--- src/core/removed_pin_pkg.sv ---
package removed_pin_pkg;

    // indices of the reduced ports inside the packed port arrays
    localparam int PORT_COUNT = 4;
    localparam int PORT_ONE = 0;
    localparam int PORT_TWO = 1;
    localparam int PORT_FIVE = 2;
    localparam int PORT_SIX = 3;

    localparam int PORT_WIDTH = 8;
    localparam int ADC_WIDTH = 10;
    localparam int CHANNEL_WIDTH = 3;

    // bits whose pins are absent, one byte per reduced port
    localparam logic [3:0][7:0] REMOVED_MASK = {8'h0c, 8'h82, 8'h28, 8'hf0};
    // forced value of pin input, output latch and direction on absent bits
    localparam logic [3:0][7:0] FORCED_ONES = {8'h0c, 8'h82, 8'h28, 8'hf0};
    // forced value of the function select on absent bits
    localparam logic [3:0][7:0] FSEL_FORCED = {8'h00, 8'h80, 8'h00, 8'h00};

    // port zero digital inputs tied low on bits 0 and 1
    localparam logic [7:0] PORT_ZERO_TIED_MASK = 8'h03;

    // reset values of the stored bits that still have pins
    localparam logic [7:0] LATCH_RESET = 8'hff;
    localparam logic [7:0] DIRECTION_RESET = 8'hff;
    localparam logic [7:0] FSEL_RESET = 8'h00;
    localparam logic [7:0] PIN_RESET = 8'h00;

    localparam logic [9:0] ADC_FULL_SCALE = 10'h3ff;
    localparam logic [2:0] ANALOG_CHANNEL_ZERO = 3'h0;
    localparam logic [2:0] ANALOG_CHANNEL_ONE = 3'h1;

    typedef struct packed {
        logic [7:0] p0_sync1;
        logic [7:0] p0_sync2;
        logic [7:0] p0_pin;
        logic [3:0][7:0] pin_sync1;
        logic [3:0][7:0] pin_sync2;
        logic [3:0][7:0] pin;
        logic [3:0][7:0] latch;
        logic [3:0][7:0] direction;
        logic [3:0][7:0] fsel;
        logic [9:0] adc_result;
        logic adc_done;
    } port_state_t;

endpackage

--- src/core/removed_port_pin_readback.sv ---
// Behaviour
// - A conversion started on analog channel zero or one returns full scale 3ffh.
// - Port zero bits zero and one always read zero on the digital input.
// - Port one bits 4 to 7 read one in pin, latch and direction and zero in function select.
// - Port two bits 3 and 5 read one in pin, latch and direction and zero in function select.
// - Port five bits 1 and 7 read one in pin, latch and direction; function select bit 1 zero, bit 7 one.
// - Port six bits 2 and 3 read one in pin, latch and direction and zero in function select.
// - Writes to hard-wired bits leave their read-back unchanged while other bits take the data.
module removed_port_pin_readback (
    input wire logic clk_sys,
    input wire logic sys_rst,
    input wire logic [7:0] port_zero_pins,
    input wire logic [3:0][7:0] port_pins,
    input wire logic [3:0] latch_write,
    input wire logic [3:0][7:0] latch_write_data,
    input wire logic [3:0] direction_write,
    input wire logic [3:0][7:0] direction_write_data,
    input wire logic [3:0] fsel_write,
    input wire logic [3:0][7:0] fsel_write_data,
    input wire logic adc_start,
    input wire logic [2:0] adc_channel,
    input wire logic adc_core_valid,
    input wire logic [9:0] adc_core_result,
    output logic [7:0] port_zero_pin_input,
    output logic [3:0][7:0] pin_input,
    output logic [3:0][7:0] output_latch,
    output logic [3:0][7:0] direction,
    output logic [3:0][7:0] function_select,
    output logic [9:0] adc_result,
    output logic adc_done
);

    removed_pin_pkg::port_state_t state;
    removed_pin_pkg::port_state_t next_state;

    // keeps the bits with pins, substitutes the hard-wired value elsewhere
    function automatic logic [7:0] force_bits(input logic [7:0] value,
                                              input logic [7:0] mask,
                                              input logic [7:0] forced);
        force_bits = (value & ~mask) | (forced & mask);
    endfunction

    always_comb begin
        next_state = state;
        // two flops before the pins are read; second stage feeds the read-back
        next_state.p0_sync1 = port_zero_pins;
        next_state.p0_sync2 = state.p0_sync1;
        next_state.p0_pin = state.p0_sync2 & ~removed_pin_pkg::PORT_ZERO_TIED_MASK;
        next_state.pin_sync1 = port_pins;
        next_state.pin_sync2 = state.pin_sync1;
        for (int i = 0; i < removed_pin_pkg::PORT_COUNT; i++) begin
            next_state.pin[i] = force_bits(state.pin_sync2[i],
                removed_pin_pkg::REMOVED_MASK[i], removed_pin_pkg::FORCED_ONES[i]);
            if (latch_write[i]) begin
                next_state.latch[i] = force_bits(latch_write_data[i],
                    removed_pin_pkg::REMOVED_MASK[i], removed_pin_pkg::FORCED_ONES[i]);
            end
            if (direction_write[i]) begin
                next_state.direction[i] = force_bits(direction_write_data[i],
                    removed_pin_pkg::REMOVED_MASK[i], removed_pin_pkg::FORCED_ONES[i]);
            end
            if (fsel_write[i]) begin
                next_state.fsel[i] = force_bits(fsel_write_data[i],
                    removed_pin_pkg::REMOVED_MASK[i], removed_pin_pkg::FSEL_FORCED[i]);
            end
        end
        // tied channels full scale; a start on channel zero or one wins over a core result in the same cycle
        next_state.adc_done = 1'b0;
        if (adc_start && (adc_channel == removed_pin_pkg::ANALOG_CHANNEL_ZERO ||
                          adc_channel == removed_pin_pkg::ANALOG_CHANNEL_ONE)) begin
            next_state.adc_result = removed_pin_pkg::ADC_FULL_SCALE;
            next_state.adc_done = 1'b1;
        end else if (adc_core_valid) begin
            next_state.adc_result = adc_core_result;
            next_state.adc_done = 1'b1;
        end
    end

    always_ff @(posedge clk_sys) begin
        if (sys_rst) begin
            state.p0_sync1 <= removed_pin_pkg::PIN_RESET;
            state.p0_sync2 <= removed_pin_pkg::PIN_RESET;
            state.p0_pin <= removed_pin_pkg::PIN_RESET;
            for (int i = 0; i < removed_pin_pkg::PORT_COUNT; i++) begin
                state.pin_sync1[i] <= removed_pin_pkg::PIN_RESET;
                state.pin_sync2[i] <= removed_pin_pkg::PIN_RESET;
                // forced bits hold their value even during reset
                state.pin[i] <= force_bits(removed_pin_pkg::PIN_RESET,
                    removed_pin_pkg::REMOVED_MASK[i], removed_pin_pkg::FORCED_ONES[i]);
                state.latch[i] <= force_bits(removed_pin_pkg::LATCH_RESET,
                    removed_pin_pkg::REMOVED_MASK[i], removed_pin_pkg::FORCED_ONES[i]);
                state.direction[i] <= force_bits(removed_pin_pkg::DIRECTION_RESET,
                    removed_pin_pkg::REMOVED_MASK[i], removed_pin_pkg::FORCED_ONES[i]);
                state.fsel[i] <= force_bits(removed_pin_pkg::FSEL_RESET,
                    removed_pin_pkg::REMOVED_MASK[i], removed_pin_pkg::FSEL_FORCED[i]);
            end
            state.adc_result <= 10'h000;
            state.adc_done <= 1'b0;
        end else begin
            state <= next_state;
        end
    end

    assign port_zero_pin_input = state.p0_pin;
    assign pin_input = state.pin;
    assign output_latch = state.latch;
    assign direction = state.direction;
    assign function_select = state.fsel;
    assign adc_result = state.adc_result;
    assign adc_done = state.adc_done;

    tied_channel_a: assert property (@(posedge clk_sys) disable iff (sys_rst)
        adc_start && adc_channel < 3'h2 |=> adc_done && adc_result == 10'h3ff)
        else $error("tied channel did not return full scale");

    port_zero_low_a: assert property (@(posedge clk_sys) disable iff (sys_rst)
        port_zero_pin_input[1:0] == 2'h0)
        else $error("port zero tied bits not zero");

    port_one_forced_a: assert property (@(posedge clk_sys) disable iff (sys_rst)
        pin_input[0][7:4] == 4'hf && output_latch[0][7:4] == 4'hf &&
        direction[0][7:4] == 4'hf && function_select[0][7:4] == 4'h0)
        else $error("port one hard-wired bits wrong");

    port_two_forced_a: assert property (@(posedge clk_sys) disable iff (sys_rst)
        pin_input[1][3] && pin_input[1][5] && output_latch[1][3] && output_latch[1][5] &&
        direction[1][3] && direction[1][5] && !function_select[1][3] &&
        !function_select[1][5])
        else $error("port two hard-wired bits wrong");

    port_five_forced_a: assert property (@(posedge clk_sys) disable iff (sys_rst)
        pin_input[2][1] && pin_input[2][7] && output_latch[2][1] && output_latch[2][7] &&
        direction[2][1] && direction[2][7] && !function_select[2][1] &&
        function_select[2][7])
        else $error("port five hard-wired bits wrong");

    port_six_forced_a: assert property (@(posedge clk_sys) disable iff (sys_rst)
        pin_input[3][3:2] == 2'h3 && output_latch[3][3:2] == 2'h3 &&
        direction[3][3:2] == 2'h3 && function_select[3][3:2] == 2'h0)
        else $error("port six hard-wired bits wrong");

    forced_write_a: assert property (@(posedge clk_sys) disable iff (sys_rst)
        fsel_write[2] |=> function_select[2] ==
        ((($past(fsel_write_data[2]) & 8'h7d)) | 8'h80))
        else $error("write reached a hard-wired bit");

    present_write_a: assert property (@(posedge clk_sys) disable iff (sys_rst)
        latch_write[0] |=> output_latch[0][3:0] == $past(latch_write_data[0][3:0]))
        else $error("present latch bits did not take the write");

    present_pin_a: assert property (@(posedge clk_sys) disable iff (sys_rst)
        ##3 pin_input[1][0] == $past(port_pins[1][0], 3))
        else $error("present pin not passed through");

    direction_hold_a: assert property (@(posedge clk_sys) disable iff (sys_rst)
        !direction_write[3] |=> $stable(direction[3]))
        else $error("direction changed without a write");

    latch_forced_a: assert property (@(posedge clk_sys) disable iff (sys_rst)
        latch_write[1] |=> output_latch[1] ==
        (($past(latch_write_data[1]) & 8'hd7) | 8'h28))
        else $error("latch write reached a hard-wired bit");

    direction_forced_a: assert property (@(posedge clk_sys) disable iff (sys_rst)
        direction_write[3] |=> direction[3] ==
        (($past(direction_write_data[3]) & 8'hf3) | 8'h0c))
        else $error("direction write reached a hard-wired bit");

    fsel_present_a: assert property (@(posedge clk_sys) disable iff (sys_rst)
        fsel_write[0] |=> function_select[0][3:0] == $past(fsel_write_data[0][3:0]))
        else $error("present select bits did not take the write");

    port_zero_pass_a: assert property (@(posedge clk_sys) disable iff (sys_rst)
        ##3 port_zero_pin_input[7:2] == $past(port_zero_pins[7:2], 3))
        else $error("port zero present pins not passed through");

    latch_hold_a: assert property (@(posedge clk_sys) disable iff (sys_rst)
        !latch_write[2] |=> $stable(output_latch[2]))
        else $error("latch changed without a write");

    idle_no_done_a: assert property (@(posedge clk_sys) disable iff (sys_rst)
        !adc_start && !adc_core_valid |=> !adc_done)
        else $error("conversion done without a request");

    result_hold_a: assert property (@(posedge clk_sys) disable iff (sys_rst)
        !(adc_start && adc_channel < 3'h2) && !adc_core_valid |=> $stable(adc_result))
        else $error("conversion result changed without an answer");

    core_result_a: assert property (@(posedge clk_sys) disable iff (sys_rst)
        adc_core_valid && !(adc_start && adc_channel < 3'h2) |=>
        adc_done && adc_result == $past(adc_core_result))
        else $error("core result not passed through");

    tied_start_c: cover property (@(posedge clk_sys) disable iff (sys_rst)
        adc_start && adc_channel == 3'h1);
    core_result_c: cover property (@(posedge clk_sys) disable iff (sys_rst)
        adc_core_valid && !adc_start);
    forced_write_c: cover property (@(posedge clk_sys) disable iff (sys_rst)
        latch_write[0] && latch_write_data[0][7:4] == 4'h0);
    fsel_five_c: cover property (@(posedge clk_sys) disable iff (sys_rst)
        fsel_write[2] && !fsel_write_data[2][7]);
    tied_clash_c: cover property (@(posedge clk_sys) disable iff (sys_rst)
        adc_start && adc_channel == 3'h1 && adc_core_valid);

endmodule // removed_port_pin_readback
--- config.mk ---
export PLATFORM = sky130hd
export DESIGN_NAME = removed_port_pin_readback
export DESIGN_NICKNAME = d
export VERILOG_FILES = /design/src/core/removed_pin_pkg.sv /design/src/core/removed_port_pin_readback.sv
export SDC_FILE = /design/constraint.sdc
export NUM_CORES = 1
export LEC_CHECK = 0
export BUFFER_PORTS_ARGS = -buffer_cell sky130_fd_sc_hd__buf_2
export CORE_ASPECT_RATIO = 1.2
export CORE_MARGIN = 4
export CORE_UTILIZATION = 35
export CTS_BUF_LIST = sky130_fd_sc_hd__clkbuf_16
export DETAILED_ROUTE_END_ITERATION = 10
export HOLD_SLACK_MARGIN = 0.03
export PLACE_DENSITY = 0.66
export SYNTH_ARGS = -nofsm -noshare
export SYNTH_HDL_FRONTEND = slang
export SYNTH_SLANG_ARGS = --single-unit
export TNS_END_PERCENT = 100
--- constraint.sdc ---
create_clock -name clk_sys -period 1.2 [get_ports clk_sys]
set_clock_uncertainty 0.1 [all_clocks]
set_input_delay 0.12 -clock clk_sys [delete_from_list [all_inputs] [get_ports clk_sys]]
set_output_delay 0.12 -clock clk_sys [all_outputs]
set_load 0.05 [all_outputs]
==> results of run 1 <==
worst max-delay path by stage:
stage                     slack (ns)                         end  depth (start not counted)                              from
after CTS                    0.00006         function_select[16]                          1  function_select[16]$_SDFFE_PP0P_
after global placement          0.21         adc_done$_SDFF_PP0_                          3                    adc_channel[2]
after detailed placement        0.17         adc_done$_SDFF_PP0_                          3                    adc_channel[1]
final                         -0.003         adc_done$_SDFF_PP0_                          4                    adc_channel[2]
after global routing           -0.01                    adc_done                          1               adc_done$_SDFF_PP0_
after floorplan                 0.11  direction[10]$_SDFFE_PP1P_                          2        direction[10]$_SDFFE_PP1P_
Yosys cell counts:
| cell | number | area share, % |
|---|---|---|
| clkbuf_2 | 3 | 0.28 |
| or3b_4 | 1 | 0.21 |
| clkbuf_1 | 13 | 0.91 |
| nor2b_1 | 128 | 15 |
| dfxtp_1 | 161 | 60 |
| nor2_1 | 22 | 1.5 |
| inv_1 | 1 | 0.070 |
| a21oi_1 | 11 | 1.0 |
| buf_1 | 1 | 0.070 |
| mux2i_1 | 32 | 5.9 |
| a211o_1 | 44 | 7.2 |
| buf_2 | 5 | 0.46 |
| buf_4 | 42 | 5.9 |
| buf_6 | 8 | 1.7 |
| conb_1 | 2 | 0.14 |
power by group through the flow:
stage | Combinational, mW | Sequential [mW] | Clock [mW]
2_1_floorplan | 0.860 | 6.54 | 0
3_3_place_gp | 1.90 | 5.84 | 0
3_5_place_dp | 1.93 | 5.85 | 0
4_1_cts | 2.37 | 5.75 | 5.92
5_1_grt | 2.61 | 5.82 | 6.15
6_report | 2.50 | 5.80 | 5.75
sequential cells by signal, summed over array words and instances, names as in the netlist:
| register | count |
|---|---|
| next_state | 56 |
| direction | 22 |
| function_select | 22 |
| output_latch | 22 |
| pin_input | 22 |
| adc_result | 10 |
| port_zero_pin_input | 6 |
| adc_done | 1 |
routing by layer:
layer  part of all wire, %  GRT usage [%]  up-vias
met5                     0              0        -
met4                   4.1           8.61        0
met3                   6.2           4.21       43
met2                    54           28.7      190
met1                    36           15.6     2063
li1                      -              -     2137
final cells by class:
type                            count  area [sq um]  area share, %
Sequential cell                   161          3260           36.6
Timing Repair Buffer              350          2920           32.9
Multi-Input combinational cell    280          1810           20.4
Clock buffer                       17           425           4.78
Tap cell                          204           255           2.87
Clock inverter                     15           216           2.43
Inverter                            1          3.75         0.0422
Antenna cell                        1          2.50         0.0281
worst max-delay path, cell delays in order:
cell           delay, ns
dlygate4sd3_1       0.54
buf_2               0.13
or3b_4              0.46
a21oi_1             0.19
metrics by stage:
step | cells | power [mW] | cell area [sq um] | hold slack, ns | setup TNS [ns]
global route | 1029 | 14.6 | 8900 | 0.120 | -0.0201
CTS | 1028 | 14.0 | 8640 | 0.0601 | 0
finish | 1029 | 14.0 | 8900 | 0.133 | -0.00319
global placement | 876 | 7.74 | 6500 | 0.225 | 0
floorplan | 514 | 7.40 | 5540 | 0.138 | 0
detailed placement | 876 | 7.78 | 6500 | 0.231 | 0
timing repair:
action,4_1_cts,5_1_grt
resized for setup,116,87
hold buffers,120,1
endpoints found under the hold margin,105,1
cloned,0,0
setup endpoints to repair,105,68
logic make-up after synthesis:
| kind of cell | Yosys count |
|---|---|
| DFF | 161 |
| and+or+nand+nor | 151 |
| buffers and inverters | 73 |
| AOI/OAI and AO/OA | 55 |
| muxes | 32 |
| other | 2 |
==> flow_metrics.env, run 1 <==
export IMPL_ys_seq_area_share_pct=59.8
export IMPL_die_area_sq_mm=0.0175
export IMPL_syn_area_sq_mm=0.00539
export IMPL_vias=4433
export IMPL_end_kind="register"
export IMPL_finalSetupViolations=1
export IMPL_p_switching_mw=3.72
export IMPL_hp_class="input pin to register"
export IMPL_cap_violations=0
export IMPL_die_w_um=121
export IMPL_synthesis_instances=474
export IMPL_grt_pass1_wl_mm=21.2
export IMPL_ys_warn_count=0
export IMPL_powerDensity_mw_per_mm2=1580
export IMPL_worstPathMaxFanout=11
export IMPL_reg2reg_to="output_latch[2]$_SDFFE_PP1P_"
export IMPL_initial_utilization_pct=35.9
export IMPL_clkPwrFrac_pct=40.9
export IMPL_hold_path_startpoint="adc_start"
export IMPL_max_freq_ghz=0.831
export IMPL_required_ns=1.43
export IMPL_nFillCells=1139
export IMPL_first_iter_violations=176
export IMPL_cts_buffer_depth=2
export IMPL_cts_buffers=17
export IMPL_die_y_um=144
export IMPL_overflow=0
export IMPL_syn2layout_area_growth_pct=65.2
export IMPL_insertion_delay_ns=0.41
export IMPL_core_area_sq_mm=0.0150
export IMPL_worstRegToRegCells=2
export IMPL_synth_cell_types=15
export IMPL_hpwlAfterDp_mm=8.75
export IMPL_leakage_nw=4.09
export IMPL_layout_cells_most_common_list="dfxtp_1, nor2b_1, dlygate4sd3_1, buf_2, buf_6"
export IMPL_wl_per_cell_um=14.7
export IMPL_hold_violations=0
export IMPL_pre_cts_ws_ns=0.174
export IMPL_ir_drop_uv=675
export IMPL_io_pins=312
export IMPL_period_share_pct=100
export IMPL_grt_max_degree=74
export IMPL_hold_depth=3
export IMPL_final_net_count=976
export IMPL_post_route_util_pct=59.3
export IMPL_firstDrtPassIters=6
export IMPL_startpoint_type="input pin"
export IMPL_synth_top_family_by_area="simple AND/OR/NAND/NOR gates"
export IMPL_cts_root_buffer="clkbuf_16"
export IMPL_synth_xor_area_share_pct=0
export IMPL_arrival_ns=1.43
export IMPL_clkSinkCount=161
export IMPL_pwr_share_seq_pct=41.3
export IMPL_gp_congestion=0.744
export IMPL_power_share_combinational_pct=17.8
export IMPL_grt_pass1_vias=4365
export IMPL_num_rows=49
export IMPL_synth_compound_area_share_pct=8.17
export IMPL_postCtsSetupBuffers=0
export IMPL_drc_errors=0
export IMPL_cts_max_level=4
export IMPL_yosys_register_bits=161
export IMPL_fin_ws_ns=-0.00319
export IMPL_slew_viol_final=0
export IMPL_grt_use_total_pct=15.5
export IMPL_grt_antenna_before_repair=1
export IMPL_final_layout_size_suffix_gt1_share_pct=35.0
export IMPL_io_buffers=226
export IMPL_outcome="finished with violations"
export IMPL_power_internal_mw=10.3
export IMPL_rr_startpoint="output_latch[2]$_SDFFE_PP1P_"
export IMPL_syn_avg_cell_area_sq_um=11.4
export IMPL_critPathKind="input pin to register"
export IMPL_viasPerCell=4.31
export IMPL_failed_checks="setup timing"
export IMPL_r2r_slack_ns=0.26
export IMPL_synth_simple_area_share_pct=16.6
export IMPL_clk_pin_slew_worst_paths_ns=0.06
export IMPL_routed_wl_mm=15.1
export IMPL_holdPathEnd="adc_result[0]$_SDFFE_PP0P_"
export IMPL_ant_nets=0
export IMPL_synthMuxAreaShare_pct=5.95
export IMPL_synth_adder_area_share_pct=0
export IMPL_cts_tree="done"
export IMPL_final_min_clock_period_ns=1.20
export IMPL_swShare_pct=26.5
export IMPL_layout_commonest_cell="dfxtp_1"
Power figures use the tool's default switching activity.
==> inputs of run 2 (changes only) <==
--- a/config.mk
+++ b/config.mk
@@ -12,7 +12,7 @@
 export CTS_BUF_LIST = sky130_fd_sc_hd__clkbuf_16
 export DETAILED_ROUTE_END_ITERATION = 10
 export HOLD_SLACK_MARGIN = 0.03
-export PLACE_DENSITY = 0.66
+export PLACE_DENSITY = 0.69
 export SYNTH_ARGS = -nofsm -noshare
 export SYNTH_HDL_FRONTEND = slang
 export SYNTH_SLANG_ARGS = --single-unit
==> constraint.sdc (replaced) <==
create_clock -name clk_sys -period 1.04 [get_ports clk_sys]
set_clock_uncertainty 0.1 [all_clocks]
set_input_delay 0.104 -clock clk_sys [delete_from_list [all_inputs] [get_ports clk_sys]]
set_output_delay 0.104 -clock clk_sys [all_outputs]
set_load 0.05 [all_outputs]
==> run 2 against run 1 <==
  * The flow finishes with violations (hold timing, setup timing)
  * Flip-flop and latch count stayed put
  * First-iteration DRC count shrank 22%
  * Final area is 7.5% higher
  * Via count rose by 0.56%
  * Critical endpoint is now adc_result[6]
  * Largest cell class is now non-clock buffers
  * Largest power group unchanged
  * Highest routed layer unchanged
==> flow_metrics.env, run 2 (synthesis results as in run 1) <==
export IMPL_wl_met2_mm=8.27
export IMPL_postCtsHoldBufs=120
export IMPL_insertion_delay_ns=0.41
export IMPL_setup_tns_ns=-6.63
export IMPL_wl_per_cell_um=14.8
export IMPL_clkSinkCount=161
export IMPL_grt_pass1_wl_mm=23.1
export IMPL_cap_violations=0
export IMPL_nFillCells=1088
export IMPL_pre_cts_ws_ns=0.0431
export IMPL_required_ns=0.84
export IMPL_rsz0062_at_grt="yes"
export IMPL_r2r_slack_ns=0.04
export IMPL_max_freq_ghz=0.887
export IMPL_top_layer="met4"
export IMPL_rr_startpoint="output_latch[3]$_SDFFE_PP1P_"
export IMPL_hp_class="input pin to register"
export IMPL_path_cells="buf_8"
export IMPL_die_w_um=121
export IMPL_largest_reg_flops=56
export IMPL_final_layout_size_suffix_gt1_share_pct=45.5
export IMPL_cts_buffer_depth=2
export IMPL_routed_wl_mm=15.4
export IMPL_crit_family="flip-flops"
export IMPL_slew_viol_final=0
export IMPL_layout_cells_most_common_list="nor2b_1, dlygate4sd3_1, buf_2"
export IMPL_grt_antenna_before_repair=1
export IMPL_multi_input_area_sq_mm=0.00181
export IMPL_overflow=0
export IMPL_stdcell_area_sq_mm=0.00957
export IMPL_num_rows=49
export IMPL_ir_drop_uv=1200
export IMPL_cts_buffers=17
export IMPL_leakage_nw=4.30
export IMPL_arrival_ns=0.92
export IMPL_grt_max_degree=26
export IMPL_hold_depth=3
export IMPL_viasPerCell=4.28
export IMPL_reg2reg_to="output_latch[3]$_SDFFE_PP1P_"
export IMPL_outcome="finished with violations"
export IMPL_hold_path_startpoint="adc_channel[2]"
export IMPL_grt_pass1_vias=4716
export IMPL_period_share_pct=108
export IMPL_layout_area_seq_sq_mm=0.00336
export IMPL_clk_pin_slew_worst_paths_ns=0.06
export IMPL_first_iter_violations=138
export IMPL_initial_utilization_pct=35.9
export IMPL_hpwlAfterDp_mm=8.42
export IMPL_layoutNonFillerInstCount=1041
export IMPL_holdWs_ns=-0.0173
export IMPL_total_power_mw=16.1
export IMPL_syn2layout_area_growth_pct=77.6
export IMPL_cp_slowest_cell="dfxtp_4"
export IMPL_slowest_delay_ns=0.37
export IMPL_hold_violations=9
export IMPL_final_net_count=988
export IMPL_cts_tree="done"
export IMPL_gp_congestion=0.749
export IMPL_place_area_sq_mm=0.00662
export IMPL_holdPathEnd="adc_result[6]$_SDFFE_PP0P_"
export IMPL_failed_checks="hold timing, setup timing"
export IMPL_worstPathMaxFanout=2
export IMPL_finalSetupViolations=106
export IMPL_firstDrtPassIters=4
export IMPL_ant_nets=0
export IMPL_worstRegToRegCells=3
export IMPL_io_pins=312
export IMPL_die_y_um=144
export IMPL_crit_buf_inv=1
export IMPL_io_buffers=226
export IMPL_core_area_sq_mm=0.0150
export IMPL_layout_commonest_cell="nor2b_1"
export IMPL_critPathKind="register to output pin"
export IMPL_vias=4458
export IMPL_cts_max_level=4
export IMPL_powerDensity_mw_per_mm2=1690
export IMPL_end_kind="output pin"
export IMPL_place_inst=885
export IMPL_final_min_clock_period_ns=1.13
export IMPL_grt_use_total_pct=17.0
export IMPL_wl_met3_mm=1.25
export IMPL_wirelength_met1_mm=5.19
export IMPL_post_route_util_pct=63.7
export IMPL_die_area_sq_mm=0.0175
export IMPL_cts_root_buffer="clkbuf_16"
export IMPL_fin_ws_ns=-0.0878
export IMPL_startpoint_type="register"
export IMPL_drc_errors=0
## run 2: cell types whose count changed in the layout (fill, tap and decap cells not counted), moves of 3 or more
cell       delta
buf_6        -67
buf_8       +104
inv_6         +4
bufinv_16     -3
dfxtp_1      -77
inv_8         +3
dfxtp_2      +77
buf_4        -23
## run 2: power by group
| part | switching (mW) | internal, mW | total (mW) | leakage, nW |
|---|---|---|---|---|
| combinational | 1.74 | 1.39 | 3.13 | 2.67 |
| sequential | 0.216 | 6.55 | 6.77 | 1.34 |
| clock | 2.63 | 3.61 | 6.24 | 0.288 |
## run 2: worst max-delay path by stage
stage,from,cells after the start,to
finish,adc_result[6]$_SDFFE_PP0P_,1,adc_result[6]
global route,adc_result[3]$_SDFFE_PP0P_,1,adc_result[3]
CTS,adc_result[6]$_SDFFE_PP0P_,1,adc_result[6]
detailed placement,adc_channel[2],3,adc_result[1]$_SDFFE_PP0P_
global placement,adc_channel[1],3,adc_done$_SDFF_PP0_
floorplan,adc_result[0]$_SDFFE_PP0P_,2,adc_result[0]$_SDFFE_PP0P_
## run 2: final cells by class
type                    count  area share, %
diodes                      1         0.0261
flip-flops and latches    161           35.1
clock buffers              17           4.45
repair buffers            362           37.0
clock inverters            15           1.78
inverters                   1         0.0392
well taps                 204           2.67
multi-input cells         280           18.9
## run 2: repair_timing
item / CTS / global route
endpoints found under the hold margin: 109 / 11
setup buffers: 0 / 4
gates resized for setup: 354 / 25
setup endpoints to repair: 105 / 119
## run 2: routing by layer
| layer | vias to the layer above | GRT usage, % |
|---|---|---|
| li1 | 2165 | - |
| met1 | 2024 | 16.1 |
| met2 | 212 | 31.5 |
| met5 | - | 0 |
| met3 | 57 | 5.91 |
| met4 | 0 | 9.97 |
